===== config.mk =====
export PLATFORM = sky130hd
export DESIGN_NAME = shp_host_port
export DESIGN_NICKNAME = d
export VERILOG_FILES = /design/src/shp_pkg.sv /design/src/shp_strobe_sync.sv /design/src/shp_host_port.sv
export SDC_FILE = /design/constraint.sdc
export NUM_CORES = 1
export LEC_CHECK = 0
export BUFFER_PORTS_ARGS = -buffer_cell sky130_fd_sc_hd__buf_2
export CAP_MARGIN = 20
export CORE_MARGIN = 1.5
export CORE_UTILIZATION = 45
export DETAILED_ROUTE_END_ITERATION = 8
export PLACE_DENSITY = 0.84
export SLEW_MARGIN = 20
export SYNTH_ARGS = -nofsm -noshare
export SYNTH_HDL_FRONTEND = slang
export SYNTH_HIERARCHICAL = 1
export SYNTH_SLANG_ARGS = --single-unit

===== constraint.sdc =====
create_clock -name ref_clk -period 5.1 [get_ports ref_clk]
set_input_delay 1.02 -clock ref_clk [delete_from_list [all_inputs] [get_ports ref_clk]]
set_output_delay 1.02 -clock ref_clk [all_outputs]
set_load 0.005 [all_outputs]

===== src/shp_pkg.sv =====
// package for the sram-like host port: constants and carrier types
package shp_pkg;

	// host-side timing figures, ns
	localparam int T_CLK_NS      = 8;
	localparam int T_ASSERT_NS   = 32;
	localparam int T_DEASSERT_NS = 13;
	localparam int T_CYCLE_NS    = 45;
	localparam int T_DATA_VAL_NS = 30;

	// least times round up to whole cycles
	localparam int C_ASSERT   = (T_ASSERT_NS + T_CLK_NS - 1) / T_CLK_NS;
	localparam int C_DEASSERT = (T_DEASSERT_NS + T_CLK_NS - 1) / T_CLK_NS;
	localparam int C_CYCLE    = (T_CYCLE_NS + T_CLK_NS - 1) / T_CLK_NS;
	// longest time rounds down
	localparam int C_DATA_VAL = T_DATA_VAL_NS / T_CLK_NS;

	// burst limits and field layout
	localparam int BURST_MAX_32 = 8;
	localparam int BURST_MAX_16 = 16;
	localparam int ADDR_W       = 7;
	localparam int WSEL_LSB     = 0;
	localparam int WSEL_W       = 2;
	localparam int REG_LSB      = 2;
	localparam int REG_W        = 5;

	localparam logic [31:0] DATA_RST  = 32'h0000_0000;
	localparam logic [2:0]  SYNC_IDLE = 3'h7;

	typedef enum logic [1:0] {
		SHP_IDLE,
		SHP_READ,
		SHP_WRITE
	} shp_state_e;

	// one decoded access beat
	typedef struct packed {
		logic              fifo_sel;
		logic [ADDR_W-1:0] addr;
		logic              half;
	} shp_req_s;

endpackage


===== src/shp_strobe_sync.sv =====
// two-flop synchroniser for the host strobes and select
`timescale 1ns/1ns
`default_nettype none
module shp_strobe_sync
(
	// clock and reset
	input  wire logic       ref_clk,
	input  wire logic       rst_n,
	// raw strobes, active low: cs, rd, wr
	input  wire logic [2:0] raw_n,
	// synchronised strobes
	output logic [2:0]      sync_n
);
	logic [2:0] meta_q;

	// strobes idle high so reset preloads ones
	always_ff @(posedge ref_clk or negedge rst_n)
	begin
		if (!rst_n)
		begin
			meta_q <= shp_pkg::SYNC_IDLE;
			sync_n <= shp_pkg::SYNC_IDLE;
		end
		else
		begin
			meta_q <= raw_n;
			sync_n <= meta_q;
		end
	end
endmodule
`default_nettype wire


===== src/shp_host_port.sv =====
// sram-like host port slave: read, burst, rx queue direct and write cycles
//
// How it works
// - a read begins when chip select and read strobe are both low and ends when either rises.
// - a write begins when chip select and write strobe are both low and ends when either rises.
// - in a burst the address may change under held strobes, up to 8 words or 16 halves.
// - the port serves a 32-bit bus and optionally a 16-bit bus with the same timing.
// - during any 16-bit read the upper data half is left undriven.
// - during a 16-bit write the upper data half is ignored.
// - with queue select high a read ignores register decode and returns queue data.
// - queue reads still use the low word-address bits and ignore the upper bits.
// - queue bursts have no beat limit, and a released strobe stays high 13 ns.
// - status counters are latched at the start of every read cycle.
`timescale 1ns/1ns
`default_nettype none
module shp_host_port
#(
	parameter int DATA_W = 32
)
(
	// clock and reset
	input  wire logic              ref_clk,
	input  wire logic              rst_n,
	// host bus
	input  wire logic              chip_select_n,
	input  wire logic              read_strobe_n,
	input  wire logic              write_strobe_n,
	input  wire logic              fifo_sel,
	input  wire logic [7:1]        addr,
	input  wire logic [DATA_W-1:0] data_in,
	output logic [DATA_W-1:0]      data_out,
	output logic [DATA_W-1:0]      data_oe,
	// bus width strap, high for 16-bit bus
	input  wire logic              bus16,
	// register file side
	output logic [6:0]             reg_addr,
	output logic                   reg_rd,
	output logic                   reg_wr,
	output logic [DATA_W-1:0]      reg_wdata,
	output logic                   reg_half,
	input  wire logic [DATA_W-1:0] reg_rdata,
	output logic                   cnt_latch,
	// receive queue side
	input  wire logic [DATA_W-1:0] rxq_data,
	output logic                   rxq_pop,
	output logic [1:0]             rxq_wsel
);
	localparam int HW = DATA_W / 2;

	// ---------------------------------------------------------------
	// strobe synchronisation
	// ---------------------------------------------------------------
	logic [2:0] sync_n;
	logic [2:0] prev_n_q;
	logic [7:1] addr_q;
	logic       sel_q;

	shp_strobe_sync u_sync
	(
		.ref_clk (ref_clk),
		.rst_n   (rst_n),
		.raw_n   ({chip_select_n, read_strobe_n, write_strobe_n}),
		.sync_n  (sync_n)
	);

	// address and select sampled alongside strobes (same two-stage delay)
	logic [7:1]        addr_m_q;
	logic              sel_m_q;
	// data delayed the same way: the host may drop it as the strobe rises
	logic [DATA_W-1:0] data_m_q;
	logic [DATA_W-1:0] data_q;

	always_ff @(posedge ref_clk or negedge rst_n)
	begin
		if (!rst_n)
		begin
			prev_n_q <= shp_pkg::SYNC_IDLE;
			addr_m_q <= '0;
			addr_q   <= '0;
			sel_m_q  <= 1'b0;
			sel_q    <= 1'b0;
			data_m_q <= shp_pkg::DATA_RST;
			data_q   <= shp_pkg::DATA_RST;
		end
		else
		begin
			prev_n_q <= sync_n;
			addr_m_q <= addr;
			addr_q   <= addr_m_q;
			sel_m_q  <= fifo_sel;
			sel_q    <= sel_m_q;
			data_m_q <= data_in;
			data_q   <= data_m_q;
		end
	end

	// ---------------------------------------------------------------
	// cycle detection
	// ---------------------------------------------------------------
	// read active on both low
	wire rd_act   = !sync_n[2] && !sync_n[1];
	wire rd_was   = !prev_n_q[2] && !prev_n_q[1];
	wire wr_act   = !sync_n[2] && !sync_n[0];
	wire wr_was   = !prev_n_q[2] && !prev_n_q[0];
	wire rd_start = rd_act && !rd_was;
	wire rd_end   = !rd_act && rd_was;
	wire wr_start = wr_act && !wr_was;
	wire wr_end   = !wr_act && wr_was;

	shp_pkg::shp_state_e state_q;
	shp_pkg::shp_state_e state_d;
	shp_pkg::shp_req_s   addr_req_q;
	logic [4:0]          beats_q;

	// address change under held strobes opens a new beat
	wire beat_chg = rd_act && rd_was && (addr_q != addr_req_q.addr
		|| sel_q != addr_req_q.fifo_sel);

	// ---------------------------------------------------------------
	// state machine
	// ---------------------------------------------------------------
	always_comb
	begin
		state_d = state_q;
		case (state_q)
			shp_pkg::SHP_IDLE:
				if (rd_start)
					state_d = shp_pkg::SHP_READ;
				else if (wr_start)
					state_d = shp_pkg::SHP_WRITE;
			shp_pkg::SHP_READ:
				if (rd_end)
					state_d = shp_pkg::SHP_IDLE;
			shp_pkg::SHP_WRITE:
				if (wr_end)
					state_d = shp_pkg::SHP_IDLE;
			default:
				state_d = shp_pkg::SHP_IDLE;
		endcase
	end

	wire in_rd     = state_q == shp_pkg::SHP_READ;
	wire new_beat  = (state_q == shp_pkg::SHP_IDLE && rd_start)
		|| (in_rd && beat_chg && !rd_end);
	// a queue beat completes on address change or strobe release
	wire beat_done = in_rd && (rd_end || beat_chg) && addr_req_q.fifo_sel;
	wire q_beat    = sel_q;
	// burst limit depends on bus width
	wire [4:0] bmax = bus16 ? 5'(shp_pkg::BURST_MAX_16)
		: 5'(shp_pkg::BURST_MAX_32);
	// count restarts at a new cycle, stale count must not refuse beat one
	wire [4:0] beat_idx = rd_start ? 5'h0 : beats_q;
	// saturate so long queue bursts cannot wrap the count
	wire [4:0] beats_nx = (beats_q == 5'h1f) ? beats_q : beats_q + 5'h1;
	// no beat limit on queue bursts
	wire beat_ok   = q_beat || beat_idx < bmax;

	// upper half masked on 16-bit writes
	wire [DATA_W-1:0] wmask = bus16 ? {{HW{1'b0}}, {HW{1'b1}}}
		: {DATA_W{1'b1}};
	// upper half undriven on 16-bit reads
	wire [DATA_W-1:0] oe_d  = (state_d == shp_pkg::SHP_READ)
		? wmask : {DATA_W{1'b0}};
	wire [DATA_W-1:0] rdat  = addr_req_q.fifo_sel ? rxq_data : reg_rdata;

	always_ff @(posedge ref_clk or negedge rst_n)
	begin
		if (!rst_n)
		begin
			state_q    <= shp_pkg::SHP_IDLE;
			addr_req_q <= '0;
			beats_q    <= '0;
		end
		else
		begin
			state_q <= state_d;
			if (new_beat)
			begin
				addr_req_q <= '{fifo_sel: sel_q, addr: addr_q, half: bus16};
				beats_q    <= rd_start ? 5'h1 : beats_nx;
			end
			else if (state_q == shp_pkg::SHP_IDLE && wr_start)
				addr_req_q <= '{fifo_sel: 1'b0, addr: addr_q, half: bus16};
		end
	end

	// ---------------------------------------------------------------
	// outputs, all registered
	// ---------------------------------------------------------------
	always_ff @(posedge ref_clk or negedge rst_n)
	begin
		if (!rst_n)
		begin
			data_out  <= shp_pkg::DATA_RST;
			data_oe   <= '0;
			reg_addr  <= '0;
			reg_rd    <= 1'b0;
			reg_wr    <= 1'b0;
			reg_wdata <= shp_pkg::DATA_RST;
			reg_half  <= 1'b0;
			cnt_latch <= 1'b0;
			rxq_pop   <= 1'b0;
			rxq_wsel  <= '0;
		end
		else
		begin
			data_oe   <= oe_d;
			data_out  <= rdat & wmask;
			cnt_latch <= rd_start && state_q == shp_pkg::SHP_IDLE;
			// register strobe only for non-queue beats
			reg_rd    <= new_beat && !q_beat && beat_ok;
			// queue keeps only the word-select bits
			rxq_wsel  <= addr_q[shp_pkg::WSEL_W:1];
			reg_addr  <= addr_q;
			reg_half  <= bus16;
			// one pop per completed queue beat
			rxq_pop   <= beat_done;
			// write commits at cycle end with sampled data
			reg_wr    <= state_q == shp_pkg::SHP_WRITE && wr_end;
			// last word seen while both strobes were still low
			if (state_q == shp_pkg::SHP_WRITE && wr_act)
				reg_wdata <= data_q & wmask;
		end
	end

	// ---------------------------------------------------------------
	// checks
	// ---------------------------------------------------------------
	a_read_oe_on: assert property (@(posedge ref_clk) disable iff (!rst_n)
		rd_start && state_q == shp_pkg::SHP_IDLE |=> data_oe[0])
		else $error("read start did not enable data drive");
	a_read_oe_off: assert property (@(posedge ref_clk) disable iff (!rst_n)
		in_rd && rd_end |=> data_oe == '0)
		else $error("data drive stayed on after read end");
	a_write_pulse: assert property (@(posedge ref_clk) disable iff (!rst_n)
		state_q == shp_pkg::SHP_WRITE && wr_end |=> reg_wr ##1 !reg_wr)
		else $error("write commit not a single pulse");
	a_upper_undrv: assert property (@(posedge ref_clk) disable iff (!rst_n)
		bus16 && $stable(bus16) |=> data_oe[DATA_W-1:HW] == '0)
		else $error("upper half driven on 16-bit bus");
	a_upper_ignored: assert property (@(posedge ref_clk) disable iff (!rst_n)
		reg_wr && reg_half |-> reg_wdata[DATA_W-1:HW] == '0)
		else $error("upper half kept on 16-bit write");
	a_queue_no_reg: assert property (@(posedge ref_clk) disable iff (!rst_n)
		new_beat && q_beat |=> !reg_rd)
		else $error("register read during queue access");
	a_cnt_latch: assert property (@(posedge ref_clk) disable iff (!rst_n)
		rd_start && state_q == shp_pkg::SHP_IDLE |=> cnt_latch)
		else $error("counters not latched at read start");
	a_pop_once: assert property (@(posedge ref_clk) disable iff (!rst_n)
		rxq_pop |=> !rxq_pop)
		else $error("queue popped twice for one beat");
	a_burst_cap: assert property (@(posedge ref_clk) disable iff (!rst_n)
		reg_rd |-> beats_q <= 5'(shp_pkg::BURST_MAX_16))
		else $error("burst beat count over limit");

	c_single_read: cover property (@(posedge ref_clk) disable iff (!rst_n)
		rd_start ##[2:20] rd_end);
	c_burst_read: cover property (@(posedge ref_clk) disable iff (!rst_n)
		in_rd && beat_chg && !q_beat);
	c_queue_read: cover property (@(posedge ref_clk) disable iff (!rst_n)
		rxq_pop);
	c_write: cover property (@(posedge ref_clk) disable iff (!rst_n)
		reg_wr);
endmodule
`default_nettype wire


Word-level counts from Yosys, hierarchy flattened
Cells that the tools add are included.
- reduce and logical (&&, ||, !) cells: 39
- $add $sub $neg: 1
- magnitude comparators: 1
- multiplexer cells: 14
- equal/unequal tests: 7
- bitwise gates (word level): 2
- operators by type and width (kind ; number):
    2-to-1 mux 32 bit ; 3
    AND 32 bit ; 2
    logical AND 1 bit ; 20
    2-to-1 mux 5 bit ; 4
    2-to-1 mux 9 bit ; 2
    zero test 1 bit ; 12
    2-to-1 mux 2 bit ; 4
    inequality test 7 bit ; 1
    case mux 2 bit (3 select lines) ; 1
    adder 5 x 1 -> 5 bit (second input constant) ; 1
    == test 5 bit (second input constant) ; 1
    < comparator 5 bit ; 1
    == test 2 x 1 -> 1 bit (second input constant) ; 2
    logical OR 1 bit ; 4
    == test 2 bit (second input constant) ; 1
    zero test 2 bit ; 1
    inequality test 2 bit (second input constant) ; 1
    AND reduction 2 bit ; 1
    nonzero test 2 bit ; 1
    inequality test 1 bit ; 1
- output and inout bits: 110
- bits of input ports: 110
- bits in registers: 214
- logic and storage cells: 87

Logic depth before layout (Yosys ltp)
- depth in word-level cells: 9
- mapped depth: 7

By module
Netlist, hierarchy kept.
- modules (own cells, without submodules) (module ; seq. area each (um^2) ; cells an instance ; times used ; area each (um^2)):
    shp_host_port ; 4408.0 ; 401 ; 1 ; 6013.3
    shp_strobe_sync ; 157.7 ; 6 ; 1 ; 157.7

Worst setup path before layout
No wires, ideal clock.
- path type: input port to flip-flop
- start point: input port bus16
- end point: register reg_rd
- slack: 2.689 ns
- path buffers: 2
- data arrival time: 2.300 ns
- cell stages on the path: 5
- cells stage by stage: clkbuf_1 > clkinv_1 > clkbuf_1 > ha_1 > a2111oi_2
- longest elaborated chain between the ends: 4
- RTL lines (what ; RTL line ; RTL):
    from (decl) ; shp_host_port.sv:34 ; input wire logic bus16,
    2-to-1 mux 5 bit ; shp_host_port.sv:149 ; wire [4:0] bmax = bus16 ? 5'(shp_pkg::BURST_MAX_16)
    < comparator 5 bit ; shp_host_port.sv:156 ; wire beat_ok = q_beat || beat_idx < bmax;
    logical OR 1 bit ; shp_host_port.sv:156 ;
    logical AND 1 bit ; shp_host_port.sv:211 ; reg_rd <= new_beat && !q_beat && beat_ok;
    to (signal assigned) ; shp_host_port.sv:211 ;
    to (decl) ; shp_host_port.sv:37 ; output logic reg_rd,
Every way passes these cells.
A chain may end at the register's enable or synchronous reset.

Worst setup path after layout
Same ends and word-level chain as after synthesis.

==> results.md <==
### Cells and area
• 715 — Final nets
• 0.00457 mm² — area taken by flip-flops and latches
• 26.6% — area added between synthesis and finish
• 0.00781 mm² — post-route design area
• sky130_fd_sc_hd__buf_2 — most frequent standard cell in the layout excluding fill and tap cells
• 0.00129 mm² — multi-input combinational cell area
• 1057 — number of fill cells in the layout
• 49.9% — share of layout cells above drive strength 1
• 792 — number of standard cells in the layout, taps in and fillers out
• sky130_fd_sc_hd__buf_2, sky130_fd_sc_hd__dfrtp_1, sky130_fd_sc_hd__mux2_2, sky130_fd_sc_hd__nand2_1, sky130_fd_sc_hd__nor2_1 — commonest cells after routing, fill and taps aside

### Timing
• 41.9% — relative max-transition margin
• 0 — number of hold-slack violations in the final timing report
• 2.35 ns — fin crit period
• 0 ns — setup_tns
• 46.1% — Final Cycle Share
• 425 MHz — Peak Freq
• 0 — number of pins exceeding their max-slew limit in the final report
• 0.872 ns — Tightest Pin Transition
• false — setup repair after global routing missed its margin
• 0.00865 ns — final clock skew
• 0 — final-report setup violation count

### Setup path
• flop — nature of the critical path endpoint
• addr_req_q[6] — worst reg2reg path endpoint
• in -> reg — critical path class
• 5 — Reg2Reg Depth
• 5.41 ns — worst path required time
• bus16 — worst setup path start
• primary input — sort of element at the start of the critical path
• 2.66 ns — critical path data arrival time
• addr_req_q[4] — Reg2Reg Launch Point
• 2.99 ns — R2R setup slack
• 19 — largest driver fanout on the critical path

### Route
• 3697 — routed vias
• 0 — Residual DRC
• 130 — count of routing violations after the opening detailed-route iteration
• 11800 µm — final wirelength
• 0 — count of antenna-violating nets left after detailed routing
• 4 — first drt pass iteration count
• 4.67 — via density per instance
• 14.8 µm — routed wirelength normalized by instance count

### Run
• 0 — number of max-capacitance violations reported

### Power
• 0.00284 W — cell internal power dissipation
• 0.000324 V — worst-case vdd ir drop
• 31.7% — clock power share
• 47.6% — share of power burned in registers
• 3.92 nW — Leak
• 505 mW/mm² — power density cells
• 20.7% — proportion of power drawn by combinational gates
• 0.00394 W — post-layout total power
• 27.9% — net switching share of the total power
• 0.00110 W — switching power

### Place
• 758 — number of cells after detailed placement
• 0.00721 mm² — placement-stage cell area
• 0.776 — gp weighted congestion
• 8110 µm — post-detail-place hpwl
• 219 — PortBufs

### Outcome
• finished clean — status

### Yosys
• 0.00617 mm² — mapped cell area
• 42 — unique cell type count in the Yosys netlist
• sky130_fd_sc_hd__dfrtp_1 — leading area contributor after synthesis
• 520 — nets in the synthesized netlist
• 407 — Synth Instances
• 74.0% — fraction of the yosys area taken by sequential cells
• 15.2 µm² — Post-Syn Area per Cell
• 182 — FF+latch count, synth
• sky130_fd_sc_hd__dfrtp_1, sky130_fd_sc_hd__mux2_2, sky130_fd_sc_hd__buf_4, sky130_fd_sc_hd__dfstp_2, sky130_fd_sc_hd__mux2i_1 — synth top area cells
• 6 — Synth Warn #
• 70.2% — top-area cell type share of the netlist area

### GRT
• 18700 µm — first-pass GRT wire length
• 1 — number of antenna violations at the first check in global routing
• 145 — largest net degree at the start of global routing
• 17.0% — Tot GR Track Use
• 0 — sum of overflow across all layers after global routing
• 3805 — number of global-route vias before repair

### Floorplanning
• 0.0144 mm² — Die ar.
• 42 — count of standard-cell rows
• 46.4% — effective utilization at floorplan
• 0.0133 mm² — floorplan core area
• 120 µm — die span in x
• 220 — number of top-level pins
• 120 µm — Die Span Y

### CTS
• 0 — post-CTS resize count
• 2 — Max Root-Sink Buffers
• 0.06 ns — Clk pin slew, worst setup/hold paths
• 0 — Setup Fix Bufs, Post-CTS
• 4 — # H-tree levels
• 0 — hold buffer count at cts
• 0.42 ns — insertion delay of the later-clocked pin in the worst-skew pair
• sky130_fd_sc_hd__clkbuf_16 — master cell of the clock root buffer
• 17 — number of buffers inserted during clock tree synthesis
• done — TritonCTS clock tree
• 182 — TritonCTS Sinks

### Min path
• reg -> reg — worst hold path class
• q_beat — sink of the worst hold path
• sel_m_q — HP Start
• 0 — hold path depth

## routing by layer
metal / track usage, % / share of wire, % / vias up
met3: 6.13 / 6.0 / 17
li1: - / - / 1723
met1: 19.8 / 40 / 1827
met4: 6.32 / 1.8 / 0
met5: 0 / 0 / -
met2: 28.7 / 52 / 130
## worst max path at each step
stage             end  slack [ns]  cells after the start
5_1_grt        reg_rd        2.59                      4
2_1_floorplan  reg_rd        2.69                      5
3_3_place_gp   reg_rd        2.30                      4
4_1_cts        reg_rd        2.70                      4
6_report       reg_rd        2.75                      4
3_5_place_dp   reg_rd        2.28                      4
## final cells by class
| class | instances | area share (%) |
|---|---|---|
| Tap cell | 176 | 2.82 |
| Timing Repair Buffer | 222 | 14.7 |
| Antenna cell | 1 | 0.0320 |
| Clock buffer | 18 | 5.49 |
| Clock inverter | 14 | 1.81 |
| Multi-Input combinational cell | 176 | 16.5 |
| Inverter | 3 | 0.144 |
| Sequential cell | 182 | 58.4 |
## logic make-up (layout without fill, tap and decap cells)
kind of cell	Yosys count	in the layout	synth area share [%]
flops	182	182	74.0
fa+ha+maj	3	3	0.608
other cells	0	1	0
buf+inv	49	257	5.09
mux	55	55	9.71
simple gates	74	74	5.58
compound gates	36	36	3.89
xor+xnor	8	8	1.14
## power groups by stage
| stage | combinational [W] | sequential, W | clock (W) |
|---|---|---|---|
| 6_report | 0.000816 | 0.00188 | 0.00125 |
| 5_1_grt | 0.000910 | 0.00191 | 0.00134 |
| 3_3_place_gp | 0.000793 | 0.00188 | 0 |
| 3_5_place_dp | 0.000822 | 0.00190 | 0 |
| 4_1_cts | 0.000828 | 0.00188 | 0.00129 |
| 2_1_floorplan | 0.000518 | 0.00189 | 0 |
## critical path, stage by stage
cell and delay (ns):
sky130_fd_sc_hd__buf_2 0.28, sky130_fd_sc_hd__clkinv_1 0.56, sky130_fd_sc_hd__ha_1 0.51, sky130_fd_sc_hd__a2111oi_2 0.29
## registers in the layout, indices dropped and copies added (netlist names), 2 cells and up
| signal | count |
|---|---|
| data_out | 32 |
| u_sync/meta_q | 3 |
| data_q | 32 |
| data_oe | 2 |
| addr_m_q | 7 |
| data_m_q | 32 |
| u_sync/sync_n | 3 |
| reg_wdata | 32 |
| addr_q | 7 |
| beats_q | 5 |
| state_q | 2 |
| reg_addr | 6 |
| addr_req_q | 8 |
| prev_n_q | 3 |
## through the flow
step           utilization, %  worst slack, ns  hold WS [ns]
6_report                 58.8             2.75         0.346
3_3_place_gp             54.2             2.30         0.332
3_5_place_dp             54.2             2.28         0.335
5_1_grt                  58.8             2.59         0.352
2_1_floorplan               -             2.69         0.331
4_1_cts                  58.5             2.70         0.349
## synth_stat cells (all sizes together)
library cell and n:
a221o 1, mux2 39, mux2i 16, inv 2
nor2b 1, or3 1, and3 2, a21oi 2
a311oi 1, buf 35, dfstp 9, a21boi 1
o21ai 19, nor3b 1, nand2b 1, and3b 1
and2 2, nor3 2, o21a 1, clkbuf 11
o31ai 2, dfrtp 173, o21bai 1, nor2 21
clkinv 1, a2111oi 1, a32o 2, nand4 1
xor2 8, o211ai 2, nand2 37, a211oi 2
ha 3, nor4b 1, a41o 1, nor4 3
Note: power is estimated with default switching activity, not from simulation.
